File: src/dps_map.vh
// register offsets, field positions, reset values and timing for the supervisor
`ifndef DPS_MAP_VH
`define DPS_MAP_VH
`define DPS_ADDR_W 4
`define DPS_A_STALL_CFG 4'h0
`define DPS_A_STALL_LVL 4'h1
`define DPS_A_STALL_TIME 4'h2
`define DPS_A_OL_CFG 4'h3
`define DPS_A_OL_ACT 4'h4
`define DPS_A_PL_CFG 4'h5
`define DPS_A_OT_CFG 4'h6
`define DPS_A_OT_LVL 4'h7
`define DPS_A_OT_TIME 4'h8
`define DPS_A_LT_CFG 4'h9
`define DPS_A_LT_LVL 4'ha
`define DPS_A_LT_TIME 4'hb
`define DPS_A_RELAY 4'hc
`define DPS_A_STATUS 4'hd
`define DPS_A_CTRL 4'he
`define DPS_STALL_RUN_DIS_BIT 2
`define DPS_STALL_DEC2_BIT 3
`define DPS_OL_EN_BIT 0
`define DPS_OL_HOT_BIT 1
`define DPS_OL_FORCED_BIT 2
`define DPS_STALL_CFG_RST 4'h0
`define DPS_STALL_LVL_RST 16'h0096
`define DPS_STALL_TIME_RST 16'h0064
`define DPS_OL_CFG_RST 4'h1
`define DPS_OT_LVL_RST 16'h0096
`define DPS_OT_TIME_RST 16'h0001
`define DPS_LT_LVL_RST 16'h001e
`define DPS_LT_TIME_RST 16'h0001
`define DPS_RELAY_RST 5'h00
`define DPS_FN_TORQUE_A 5'h0c
`define DPS_FN_TORQUE_B 5'h19
`define DPS_MODE_VF 2'h0
`define DPS_MODE_SV 2'h2
`define DPS_STALL_HYST 16'h0002
`define DPS_IN_LOSS_MIN 16'h001e
`define DPS_OUT_LOSS_MIN 16'h000a
`define DPS_CLK_HZ 100000000
`define DPS_MS_CYC (`DPS_CLK_HZ / 1000)
`define DPS_DS_CYC (`DPS_CLK_HZ / 10)
`define DPS_COLD_S 330
`define DPS_HOT_S 210
`define DPS_OL_PCT_REF 16'h0096
`endif

File: src/dps_supervisor.v
// protection supervisor: stall fold-back, overload, phase loss, torque
// Contract
// current above run stall level for detection time lowers frequency.
// below stall level minus two percent, ramp back up to reference.
// run stall acts only in volts-per-hertz or sensorless vector mode.
// stall config bit 2 zero enables run stall, one disables it.
// overload cfg: bit0 enable, bit1 hot start, bit2 force-cooled.
// thermal accumulator cleared at every power-up.
// cold start trips after 5.5 minutes at 150 percent above 60 Hz.
// hot start trips after 3.5 minutes at 150 percent above 60 Hz.
// force-cooled threshold rated current 6-60 Hz, 83 percent below 1 Hz.
// standard threshold 70 percent at 20 Hz, 40 percent below 1 Hz.
// stop-on-overload cuts output and latches fault until reset.
// continue-on-overload keeps running, alarm until current normal.
// input phase loss trips with fault contact; ignored below 30 percent.
// output phase loss trips with fault contact; ignored below 10 percent.
// over-torque select: 0 off, 1 at set frequency, 2 while running.
// over-torque when load stays above level for the set time.
// over-torque action: 0 fault decel, 1 alarm, 2 fault coast.
// low-torque select: 0 off, 1 at set frequency, 2 while running.
// low torque when load stays below level for the set time.
// low-torque action: 0 fault decel, 1 alarm, 2 fault coast.
// levels use rated current in V/f, rated torque in sensorless vector.
// relay shows torque detection when its function code is 12 or 25.
// each detection timer restarts when its condition drops early.
//
// The strobed register port and the address map were left to the implementer.
`timescale 1ns/1ps
`include "dps_map.vh"
module dps_supervisor #(
    parameter N_RELAY = 3,
    parameter [47:0] COLD_CYC = 48'd1 * `DPS_COLD_S * `DPS_CLK_HZ,
    parameter [47:0] HOT_CYC = 48'd1 * `DPS_HOT_S * `DPS_CLK_HZ
) (
    input wire i_mclk,
    input wire i_rst,
    input wire [`DPS_ADDR_W-1:0] i_addr,
    input wire [15:0] i_wdata,
    input wire i_wr,
    input wire i_rd,
    output reg [15:0] o_rdata,
    input wire [1:0] i_ctrl_mode,
    input wire i_running,
    input wire i_at_set_freq,
    input wire i_accel,
    input wire [15:0] i_cur_pct,
    input wire [15:0] i_torque_pct,
    input wire [15:0] i_freq_dhz,
    input wire i_in_phase_lost,
    input wire i_out_phase_lost,
    input wire i_fault_reset,
    output reg o_stall_decel,
    output reg o_stall_decel2,
    output reg o_stall_recover,
    output wire o_output_off,
    output wire o_decel_stop,
    output wire o_fault_contact,
    output reg o_motor_overload_fault,
    output reg o_overload_alarm,
    output reg o_input_phase_loss_fault,
    output reg o_output_phase_loss_fault,
    output reg o_ot_fault,
    output reg o_ot_alarm,
    output reg o_lt_fault,
    output reg o_lt_alarm,
    output reg [N_RELAY-1:0] o_relay
);
// ----------------------------------------
// configuration registers
// ----------------------------------------
    reg [3:0] stall_cfg;
    reg [15:0] stall_lvl;
    reg [15:0] stall_time;
    reg [3:0] ol_cfg;
    reg ol_continue;
    reg [1:0] pl_cfg;
    reg [1:0] ot_sel;
    reg [1:0] ot_act;
    reg [15:0] ot_lvl;
    reg [15:0] ot_time;
    reg [1:0] lt_sel;
    reg [1:0] lt_act;
    reg [15:0] lt_lvl;
    reg [15:0] lt_time;
    reg [5*N_RELAY-1:0] relay_fn;
    reg soft_reset;
    wire [15:0] status;
    integer k;
    always @(posedge i_mclk) begin
        if (i_rst) begin
            stall_cfg <= `DPS_STALL_CFG_RST;
            stall_lvl <= `DPS_STALL_LVL_RST;
            stall_time <= `DPS_STALL_TIME_RST;
            ol_cfg <= `DPS_OL_CFG_RST;
            ol_continue <= 1'b0;
            pl_cfg <= 2'h0;
            ot_sel <= 2'h0;
            ot_act <= 2'h0;
            ot_lvl <= `DPS_OT_LVL_RST;
            ot_time <= `DPS_OT_TIME_RST;
            lt_sel <= 2'h0;
            lt_act <= 2'h0;
            lt_lvl <= `DPS_LT_LVL_RST;
            lt_time <= `DPS_LT_TIME_RST;
            relay_fn <= {N_RELAY{`DPS_RELAY_RST}};
            soft_reset <= 1'b0;
        end else begin
            soft_reset <= 1'b0;
            if (i_wr) begin
                case (i_addr)
                    `DPS_A_STALL_CFG: stall_cfg <= i_wdata[3:0];
                    `DPS_A_STALL_LVL: stall_lvl <= i_wdata;
                    `DPS_A_STALL_TIME: stall_time <= i_wdata;
                    `DPS_A_OL_CFG: ol_cfg <= {1'b0, i_wdata[2:0]};
                    `DPS_A_OL_ACT: ol_continue <= i_wdata[0];
                    `DPS_A_PL_CFG: pl_cfg <= i_wdata[1:0];
                    `DPS_A_OT_CFG: begin
                        ot_sel <= i_wdata[1:0];
                        ot_act <= i_wdata[5:4];
                    end
                    `DPS_A_OT_LVL: ot_lvl <= i_wdata;
                    `DPS_A_OT_TIME: ot_time <= i_wdata;
                    `DPS_A_LT_CFG: begin
                        lt_sel <= i_wdata[1:0];
                        lt_act <= i_wdata[5:4];
                    end
                    `DPS_A_LT_LVL: lt_lvl <= i_wdata;
                    `DPS_A_LT_TIME: lt_time <= i_wdata;
                    `DPS_A_RELAY: begin
                        for (k = 0; k < N_RELAY; k = k + 1) begin
                            if (i_wdata[15:12] == k[3:0]) begin
                                relay_fn[5*k +: 5] <= i_wdata[4:0];
                            end
                        end
                    end
                    `DPS_A_CTRL: soft_reset <= i_wdata[0];
                    default: ;
                endcase
            end
        end
    end

    always @(posedge i_mclk) begin
        if (i_rst) begin
            o_rdata <= 16'h0000;
        end else if (i_rd) begin
            case (i_addr)
                `DPS_A_STALL_CFG: o_rdata <= {12'h000, stall_cfg};
                `DPS_A_STALL_LVL: o_rdata <= stall_lvl;
                `DPS_A_STALL_TIME: o_rdata <= stall_time;
                `DPS_A_OL_CFG: o_rdata <= {12'h000, ol_cfg};
                `DPS_A_OL_ACT: o_rdata <= {15'h0000, ol_continue};
                `DPS_A_PL_CFG: o_rdata <= {14'h0000, pl_cfg};
                `DPS_A_OT_CFG: o_rdata <= {10'h000, ot_act, 2'h0, ot_sel};
                `DPS_A_OT_LVL: o_rdata <= ot_lvl;
                `DPS_A_OT_TIME: o_rdata <= ot_time;
                `DPS_A_LT_CFG: o_rdata <= {10'h000, lt_act, 2'h0, lt_sel};
                `DPS_A_LT_LVL: o_rdata <= lt_lvl;
                `DPS_A_LT_TIME: o_rdata <= lt_time;
                `DPS_A_STATUS: o_rdata <= status;
                default: o_rdata <= 16'h0000;
            endcase
        end else begin
            o_rdata <= 16'h0000;
        end
    end
// ----------------------------------------
// run stall prevention
// ----------------------------------------
    wire mode_ok = (i_ctrl_mode == `DPS_MODE_VF) ||
                   (i_ctrl_mode == `DPS_MODE_SV);
    wire stall_en = !stall_cfg[`DPS_STALL_RUN_DIS_BIT] && mode_ok &&
                    i_running && !i_accel;
    wire stall_hit;
    wire [15:0] stall_low = (stall_lvl > `DPS_STALL_HYST) ?
                            stall_lvl - `DPS_STALL_HYST : 16'h0000;
    dps_timer #(.TICK_CYC(`DPS_MS_CYC), .W(16)) u_stall (
        .i_mclk(i_mclk),
        .i_rst(i_rst),
        .i_cond(stall_en && (i_cur_pct > stall_lvl)),
        .i_limit(stall_time),
        .o_hit(stall_hit)
    );
    always @(posedge i_mclk) begin
        if (i_rst || !stall_en) begin
            o_stall_decel <= 1'b0;
            o_stall_decel2 <= 1'b0;
            o_stall_recover <= 1'b0;
        end else if (stall_hit) begin
            o_stall_decel <= 1'b1;
            o_stall_decel2 <= stall_cfg[`DPS_STALL_DEC2_BIT];
            o_stall_recover <= 1'b0;
        end else if (o_stall_decel && (i_cur_pct < stall_low)) begin
            o_stall_decel <= 1'b0;
            o_stall_decel2 <= 1'b0;
            o_stall_recover <= 1'b1;
        end else if (o_stall_recover && i_at_set_freq) begin
            o_stall_recover <= 1'b0;
        end
    end
// ----------------------------------------
// motor overload thermal accumulator
// ----------------------------------------
    // threshold in percent of rated current, by output frequency (0.1 Hz)
    function [15:0] ol_thresh;
        input forced;
        input [15:0] f;
        begin
            if (forced) begin
                if (f < 16'h000a) ol_thresh = 16'h0053;
                else if (f >= 16'h003c) ol_thresh = 16'h0064;
                else ol_thresh = 16'h0053 + ((f - 16'h000a) * 16'h0011)
                                 / 16'h0032;
            end else begin
                if (f < 16'h000a) ol_thresh = 16'h0028;
                else if (f < 16'h00c8) ol_thresh = 16'h0028 +
                    ((f - 16'h000a) * 16'h001e) / 16'h00be;
                else if (f >= 16'h0258) ol_thresh = 16'h0064;
                else ol_thresh = 16'h0046 + ((f - 16'h00c8) * 16'h001e)
                                 / 16'h0190;
            end
        end
    endfunction
    wire [15:0] ol_lvl = ol_thresh(ol_cfg[`DPS_OL_FORCED_BIT], i_freq_dhz);
    wire ol_over = ol_cfg[`DPS_OL_EN_BIT] && (i_cur_pct > ol_lvl);
    // heating rate scales with excess over threshold; 50 percent is nominal
    wire [15:0] excess = i_cur_pct - ol_lvl;
    wire [47:0] ol_limit = ol_cfg[`DPS_OL_HOT_BIT] ? HOT_CYC : COLD_CYC;
    reg [47:0] ol_acc;
    wire reset_req = i_fault_reset || soft_reset;
    always @(posedge i_mclk) begin
        if (i_rst) begin
            ol_acc <= 48'h0;
            o_motor_overload_fault <= 1'b0;
            o_overload_alarm <= 1'b0;
        end else begin
            if (ol_over) begin
                ol_acc <= ol_acc + {32'h0, excess} / 48'h32;
            end else if (ol_acc != 48'h0) begin
                ol_acc <= ol_acc - 48'h1;
            end
            if (ol_over && (ol_acc >= ol_limit) && !ol_continue) begin
                o_motor_overload_fault <= 1'b1;
            end else if (reset_req) begin
                o_motor_overload_fault <= 1'b0;
            end
            if (ol_continue) begin
                o_overload_alarm <= ol_over && (ol_acc >= ol_limit);
            end else begin
                o_overload_alarm <= 1'b0;
            end
        end
    end
// ----------------------------------------
// phase loss
// ----------------------------------------
    always @(posedge i_mclk) begin
        if (i_rst) begin
            o_input_phase_loss_fault <= 1'b0;
            o_output_phase_loss_fault <= 1'b0;
        end else begin
            if (pl_cfg[0] && i_in_phase_lost &&
                (i_cur_pct >= `DPS_IN_LOSS_MIN)) begin
                o_input_phase_loss_fault <= 1'b1;
            end else if (reset_req) begin
                o_input_phase_loss_fault <= 1'b0;
            end
            if (pl_cfg[1] && i_out_phase_lost &&
                (i_cur_pct >= `DPS_OUT_LOSS_MIN)) begin
                o_output_phase_loss_fault <= 1'b1;
            end else if (reset_req) begin
                o_output_phase_loss_fault <= 1'b0;
            end
        end
    end
// ----------------------------------------
// over and low torque
// ----------------------------------------
    function sel_active;
        input [1:0] sel;
        input run;
        input at_set;
        begin
            case (sel)
                2'h1: sel_active = run && at_set;
                2'h2: sel_active = run;
                default: sel_active = 1'b0;
            endcase
        end
    endfunction
    wire [15:0] load = (i_ctrl_mode == `DPS_MODE_SV) ?
                       i_torque_pct : i_cur_pct;
    wire ot_on = sel_active(ot_sel, i_running, i_at_set_freq);
    wire lt_on = sel_active(lt_sel, i_running, i_at_set_freq);
    wire ot_hit;
    wire lt_hit;
    dps_timer #(.TICK_CYC(`DPS_DS_CYC), .W(16)) u_ot (
        .i_mclk(i_mclk),
        .i_rst(i_rst),
        .i_cond(ot_on && (load > ot_lvl)),
        .i_limit(ot_time),
        .o_hit(ot_hit)
    );
    dps_timer #(.TICK_CYC(`DPS_DS_CYC), .W(16)) u_lt (
        .i_mclk(i_mclk),
        .i_rst(i_rst),
        .i_cond(lt_on && (load < lt_lvl)),
        .i_limit(lt_time),
        .o_hit(lt_hit)
    );
    reg ot_coast;
    reg lt_coast;
    always @(posedge i_mclk) begin
        if (i_rst) begin
            o_ot_fault <= 1'b0;
            o_ot_alarm <= 1'b0;
            o_lt_fault <= 1'b0;
            o_lt_alarm <= 1'b0;
            ot_coast <= 1'b0;
            lt_coast <= 1'b0;
        end else begin
            o_ot_alarm <= ot_hit && (ot_act == 2'h1);
            o_lt_alarm <= lt_hit && (lt_act == 2'h1);
            if (ot_hit && (ot_act != 2'h1)) begin
                o_ot_fault <= 1'b1;
                ot_coast <= (ot_act == 2'h2);
            end else if (reset_req) begin
                o_ot_fault <= 1'b0;
                ot_coast <= 1'b0;
            end
            if (lt_hit && (lt_act != 2'h1)) begin
                o_lt_fault <= 1'b1;
                lt_coast <= (lt_act == 2'h2);
            end else if (reset_req) begin
                o_lt_fault <= 1'b0;
                lt_coast <= 1'b0;
            end
        end
    end
// ----------------------------------------
// outputs and relays
// ----------------------------------------
    wire coast_trip = o_motor_overload_fault || o_input_phase_loss_fault ||
                      o_output_phase_loss_fault ||
                      (o_ot_fault && ot_coast) || (o_lt_fault && lt_coast);
    assign o_output_off = coast_trip;
    assign o_decel_stop = (o_ot_fault && !ot_coast) ||
                          (o_lt_fault && !lt_coast);
    assign o_fault_contact = coast_trip || o_decel_stop;
    wire torque_det = ot_hit || lt_hit;
    genvar g;
    generate
        for (g = 0; g < N_RELAY; g = g + 1) begin : g_relay
            wire [4:0] fn = relay_fn[5*g +: 5];
            always @(posedge i_mclk) begin
                if (i_rst) begin
                    o_relay[g] <= 1'b0;
                end else begin
                    o_relay[g] <= torque_det &&
                        ((fn == `DPS_FN_TORQUE_A) ||
                         (fn == `DPS_FN_TORQUE_B));
                end
            end
        end
    endgenerate
    assign status = {5'h00, o_stall_recover, o_stall_decel, lt_hit, ot_hit,
                     o_lt_alarm, o_lt_fault, o_ot_alarm, o_ot_fault,
                     o_output_phase_loss_fault, o_input_phase_loss_fault,
                     o_motor_overload_fault | o_overload_alarm};
endmodule

File: src/dps_timer.v
// detection timer: counts while the condition holds, restarts when it drops
`timescale 1ns/1ps
module dps_timer #(
    parameter TICK_CYC = 1000,
    parameter W = 16
) (
    input wire i_mclk,
    input wire i_rst,
    input wire i_cond,
    input wire [W-1:0] i_limit,
    output reg o_hit
);
    reg [31:0] pre;
    reg [W-1:0] ticks;
    always @(posedge i_mclk) begin
        if (i_rst || !i_cond) begin
            pre <= 32'h0;
            ticks <= {W{1'b0}};
            o_hit <= 1'b0;
        end else if (ticks >= i_limit) begin
            o_hit <= 1'b1;
        end else if (pre == TICK_CYC - 1) begin
            pre <= 32'h0;
            ticks <= ticks + 1'b1;
        end else begin
            pre <= pre + 32'h1;
        end
    end
endmodule

File: config.mk
export PLATFORM = sky130hd
export DESIGN_NAME = dps_supervisor
export DESIGN_NICKNAME = d
export VERILOG_FILES = /design/src/dps_supervisor.v /design/src/dps_timer.v
export VERILOG_INCLUDE_DIRS = /design/src /design/src/src
export SDC_FILE = /design/constraint.sdc
export NUM_CORES = 2
export LEC_CHECK = 0
export BUFFER_PORTS_ARGS = -buffer_cell sky130_fd_sc_hd__buf_2
export CORE_MARGIN = 8
export CORE_UTILIZATION = 30
export CTS_BUF_LIST = sky130_fd_sc_hd__clkbuf_16
export DETAILED_ROUTE_END_ITERATION = 7
export GPL_ROUTABILITY_DRIVEN = 0
export PLACE_DENSITY = 0.5
export SYNTH_ARGS = -nofsm -noshare
export SYNTH_HDL_FRONTEND = slang
export SYNTH_HIERARCHICAL = 1
export SYNTH_SLANG_ARGS = --single-unit
File: constraint.sdc
create_clock -name i_mclk -period 36.7 [get_ports i_mclk]
set_input_delay 7.34 -clock i_mclk [delete_from_list [all_inputs] [get_ports i_mclk]]
set_output_delay 7.34 -clock i_mclk [all_outputs]
set_load 0.05 [all_outputs]
==> summary.md <==
| Metric | Value |
|---|---|
| Post-DP HPWL | 96.5 mm |
| Hold Crit Depth | 1 |
| CTS tree | built |
| Delay-heaviest family, CP | compound AO/OA/AOI/OAI gates |
| Max-slew headroom | 18.1% |
| Fmax | 28.6 MHz |
| Final min period | 34.91 ns |
| Starting DRC count in detailed routing | 3588 |
| Final WL | 126 mm |
| Worst Setup SP | i_freq_dhz[1] |
| Post-synthesis net count | 5192 |
| Share of layout cells above drive strength 1 | 12.6% |
| Vias in the first global route | 34100 |
| Synth Flop Type | dfxtp_1 |
| Register area share after synthesis | 19.9% |
| CTS H-tree lvls | 2 |
| # placed instances | 6374 |
| Floorplan die width | 362 um |
| Fin nets | 5272 |
| R2r setup slk | 19.11 ns |
| # hold bufs at CTS | 0 |
| Ys Warns | 6 |
| Row Count | 127 |
| Initial antenna violation count | 22 |
| Initial Util | 30.1% |
| Longest Clk Path Bufs | 3 |
| Endpoint class of the critical path | flip-flop |
| Antenna-violating nets left | 0 |
| Setup slack after layout | 1.79 ns |
| Final setup fails | 0 |
| Critical path class | in -> reg |
| All-Layer GR Usage | 18.1% |
| Worst hold path class | reg -> reg |
| Distinct cells, synth | 140 |
| Global-route wire length before repair | 196 mm |
| Max cap viols | 0 |
| RR Startpoint | ol_cfg[2] |
| CP required | 37.13 ns |
| Clock sink count | 357 |
| Hold path start | relay_fn[6] |
| Worst-Skew Late Latency | 0.57 ns |
| Hold Path End | o_relay[1] |
| TritonRoute pass-1 iters | 7 |
| Average vias per placed instance | 5.71 |
| Vias | 37000 |
| Worst-path maximum fanout | 14 |
| Synth Register Bits | 357 |
| Area grow syn2layout | 13.6% |
| Core Util, Final | 34.2% |
| Io pins | 113 |
| Wire per inst | 19.5 um |
| Worst Tran Pin Value | 1.22 ns |
| R2R depth | 83 |
| WP data arrival | 35.34 ns |
| Clk_skew | 0.0207 ns |
| Chip height | 362 um |
| Async set-or-reset flop fraction in the synthesized netlist | 0% |
| Nature of the critical path startpoint | primary input |
| Die ar. | 131000 um^2 |
| Largest net degree at the start of global routing | 57 |
| R2r endpoint | ol_acc[44] |
| GRT overflow | 0 |
| Clk root buf | clkbuf_16 |
| Slowest CP cell | or4_1 |
| DR DRC count | 0 |
| CP most frequent cell | a21oi_1 |
| Number of enable flip-flop cells after synthesis | 0 |
| Core area | 119000 um^2 |
| Final hold vios | 0 |
| Port Buffers | 112 |
| Final worst path period share | 95.1% |
| Worst-path clk slew | 0.06 ns |
| Max Slew Vio Count | 0 |
| CP bufs+invs | 8 |
| Syn Std Cell Area | 35800 um^2 |
| Post-place setup slack | 0.0193 ns |
| Final Non-Filler Cells | 6487 |
| Syn Inst Count | 4813 |
| Status | completed |
| Avg Inst Size Synth | 7.45 um^2 |
| Delay of the slowest critical-path stage | 0.54 ns |
| Num CTS Buffers | 41 |
cells in the mapped netlist, types with 47 or more instances:
cell type    n  area share [%]
clkbuf_1   169             1.8
o31ai_1     47            0.98
ha_1       254             8.9
a21oi_1    405             5.7
o211ai_1    69             1.4
nor3_1     136             1.9
nand3_1    165             2.3
a31oi_1     71             1.2
a211oi_1    50             1.0
xnor2_1    165             4.0
dfxtp_1    357              20
a22oi_1     50             1.0
o21ai_0    206             2.9
nand4_1     77             1.3
or3_1       65             1.1
and3_1      61             1.1
a21o_1      62             1.3
inv_1      245             2.6
mux2i_1     61             1.7
xor2_1      64             1.6
nor4_1      67             1.2
nor2b_1     51            0.89
nand2_1    530             5.6
o21a_1      51             1.1
nor2_1     411             4.3
worst register-to-register path: cells and delay by family, from the launching register on:
kind	cells	cell delay, ns
flops	1	0.74
mux	4	1.29
compound gates	51	9.42
xor+xnor	3	0.56
fa+ha+maj	6	1.99
simple gates	16	3.00
buf+inv	3	0.49
placed cells by master (no fill, tap or decap), types with 30 or more instances in the layout:
cell type  count
a21oi_1      400
buf_4        150
clkbuf_16     42
buf_2        111
mux2i_1       57
nor3_1       124
nand3b_1      35
xnor2_1      152
or4_1         39
and2_1        35
a31oi_1       71
nor2b_1       49
o21a_1        50
dfxtp_1      357
o31ai_1       40
ha_1         254
nand4_1       77
o41ai_1       30
nand2b_1      41
nand2_1      527
nand3_1      163
nor4_1        62
o211ai_1      69
and3_1        61
o21bai_1      31
inv_1        254
xor2_1        61
a21o_1        61
fa_1          45
a22oi_1       47
o21ai_1       36
or2_2         41
or3_1         64
o21ai_0      199
mux2_2        34
nor2_1       409
a211oi_1      41
state kept, by name, summed over array words and instances (netlist names), 16 cells and up:
register       flops
stall_time        16
u_ot/pre          32
u_stall/pre       32
u_ot/ticks        16
u_stall/ticks     16
lt_time           16
ot_lvl            16
u_lt/ticks        16
ot_time           16
o_rdata           16
lt_lvl            16
stall_lvl         16
ol_acc            48
u_lt/pre          32
metal layers:
layer / vias up / wire length (um) / track usage, %
li1: 18100 / - / -
met1: 17700 / 59300 / 26.0
met2: 1131 / 56300 / 29.0
met3: 166 / 8480 / 2.14
met4: 2 / 2280 / 3.67
met5: - / 13 / 0
cells by family after synthesis:
| kind of cell | after synthesis | synth area share (%) |
|---|---|---|
| AO/OA/AOI/OAI | 1468 | 28.1 |
| multiplexers | 97 | 2.85 |
| adder cells (fa/ha/maj) | 309 | 11.7 |
| buffers and inverters | 473 | 5.20 |
| flip-flops | 357 | 19.9 |
| other | 1 | 0.0105 |
| XOR/XNOR | 232 | 5.75 |
| AND/OR/NAND/NOR | 1876 | 26.5 |
cell type report:
class | count | area [um^2]
Multi-Input combinational cell | 3985 | 27600
Inverter | 247 | 927
Timing Repair Buffer | 261 | 1680
Clock inverter | 33 | 337
Antenna cell | 14 | 35.0
Fill cell | 12700 | 78500
Sequential cell | 357 | 7150
Tap cell | 1548 | 1940
Clock buffer | 42 | 1050
metrics by stage:
step                      TNS [ns]  instance area, um^2  hold slack [ns]
after global placement           0                38400            0.417
final                            0                40700            0.426
after detailed placement         0                38400            0.426
after global routing       -0.0421                40700            0.453
after floorplan                  0                35800            0.399
after CTS                        0                39800            0.434
how the worst max path moves through the flow:
stage | end | slack (ns) | cells after the start
5_1_grt | ol_acc[44] | -0.04 | 129
3_3_place_gp | ol_acc[44] | 0.39 | 128
3_5_place_dp | ol_acc[44] | 0.02 | 128
6_report | ol_acc[44] | 1.79 | 128
2_1_floorplan | ol_acc[44] | 2.52 | 130
4_1_cts | ol_acc[44] | 0.51 | 128
repair_timing:
action,in CTS,in global routing
setup endpoints to repair,0,24
gates resized for setup,0,141
setup buffers,0,22
hold endpoints to repair,0,0
Power is left out: the tool's default activity adds up to more than one toggle a clock period on the data nets, which glitch-free logic cannot reach.
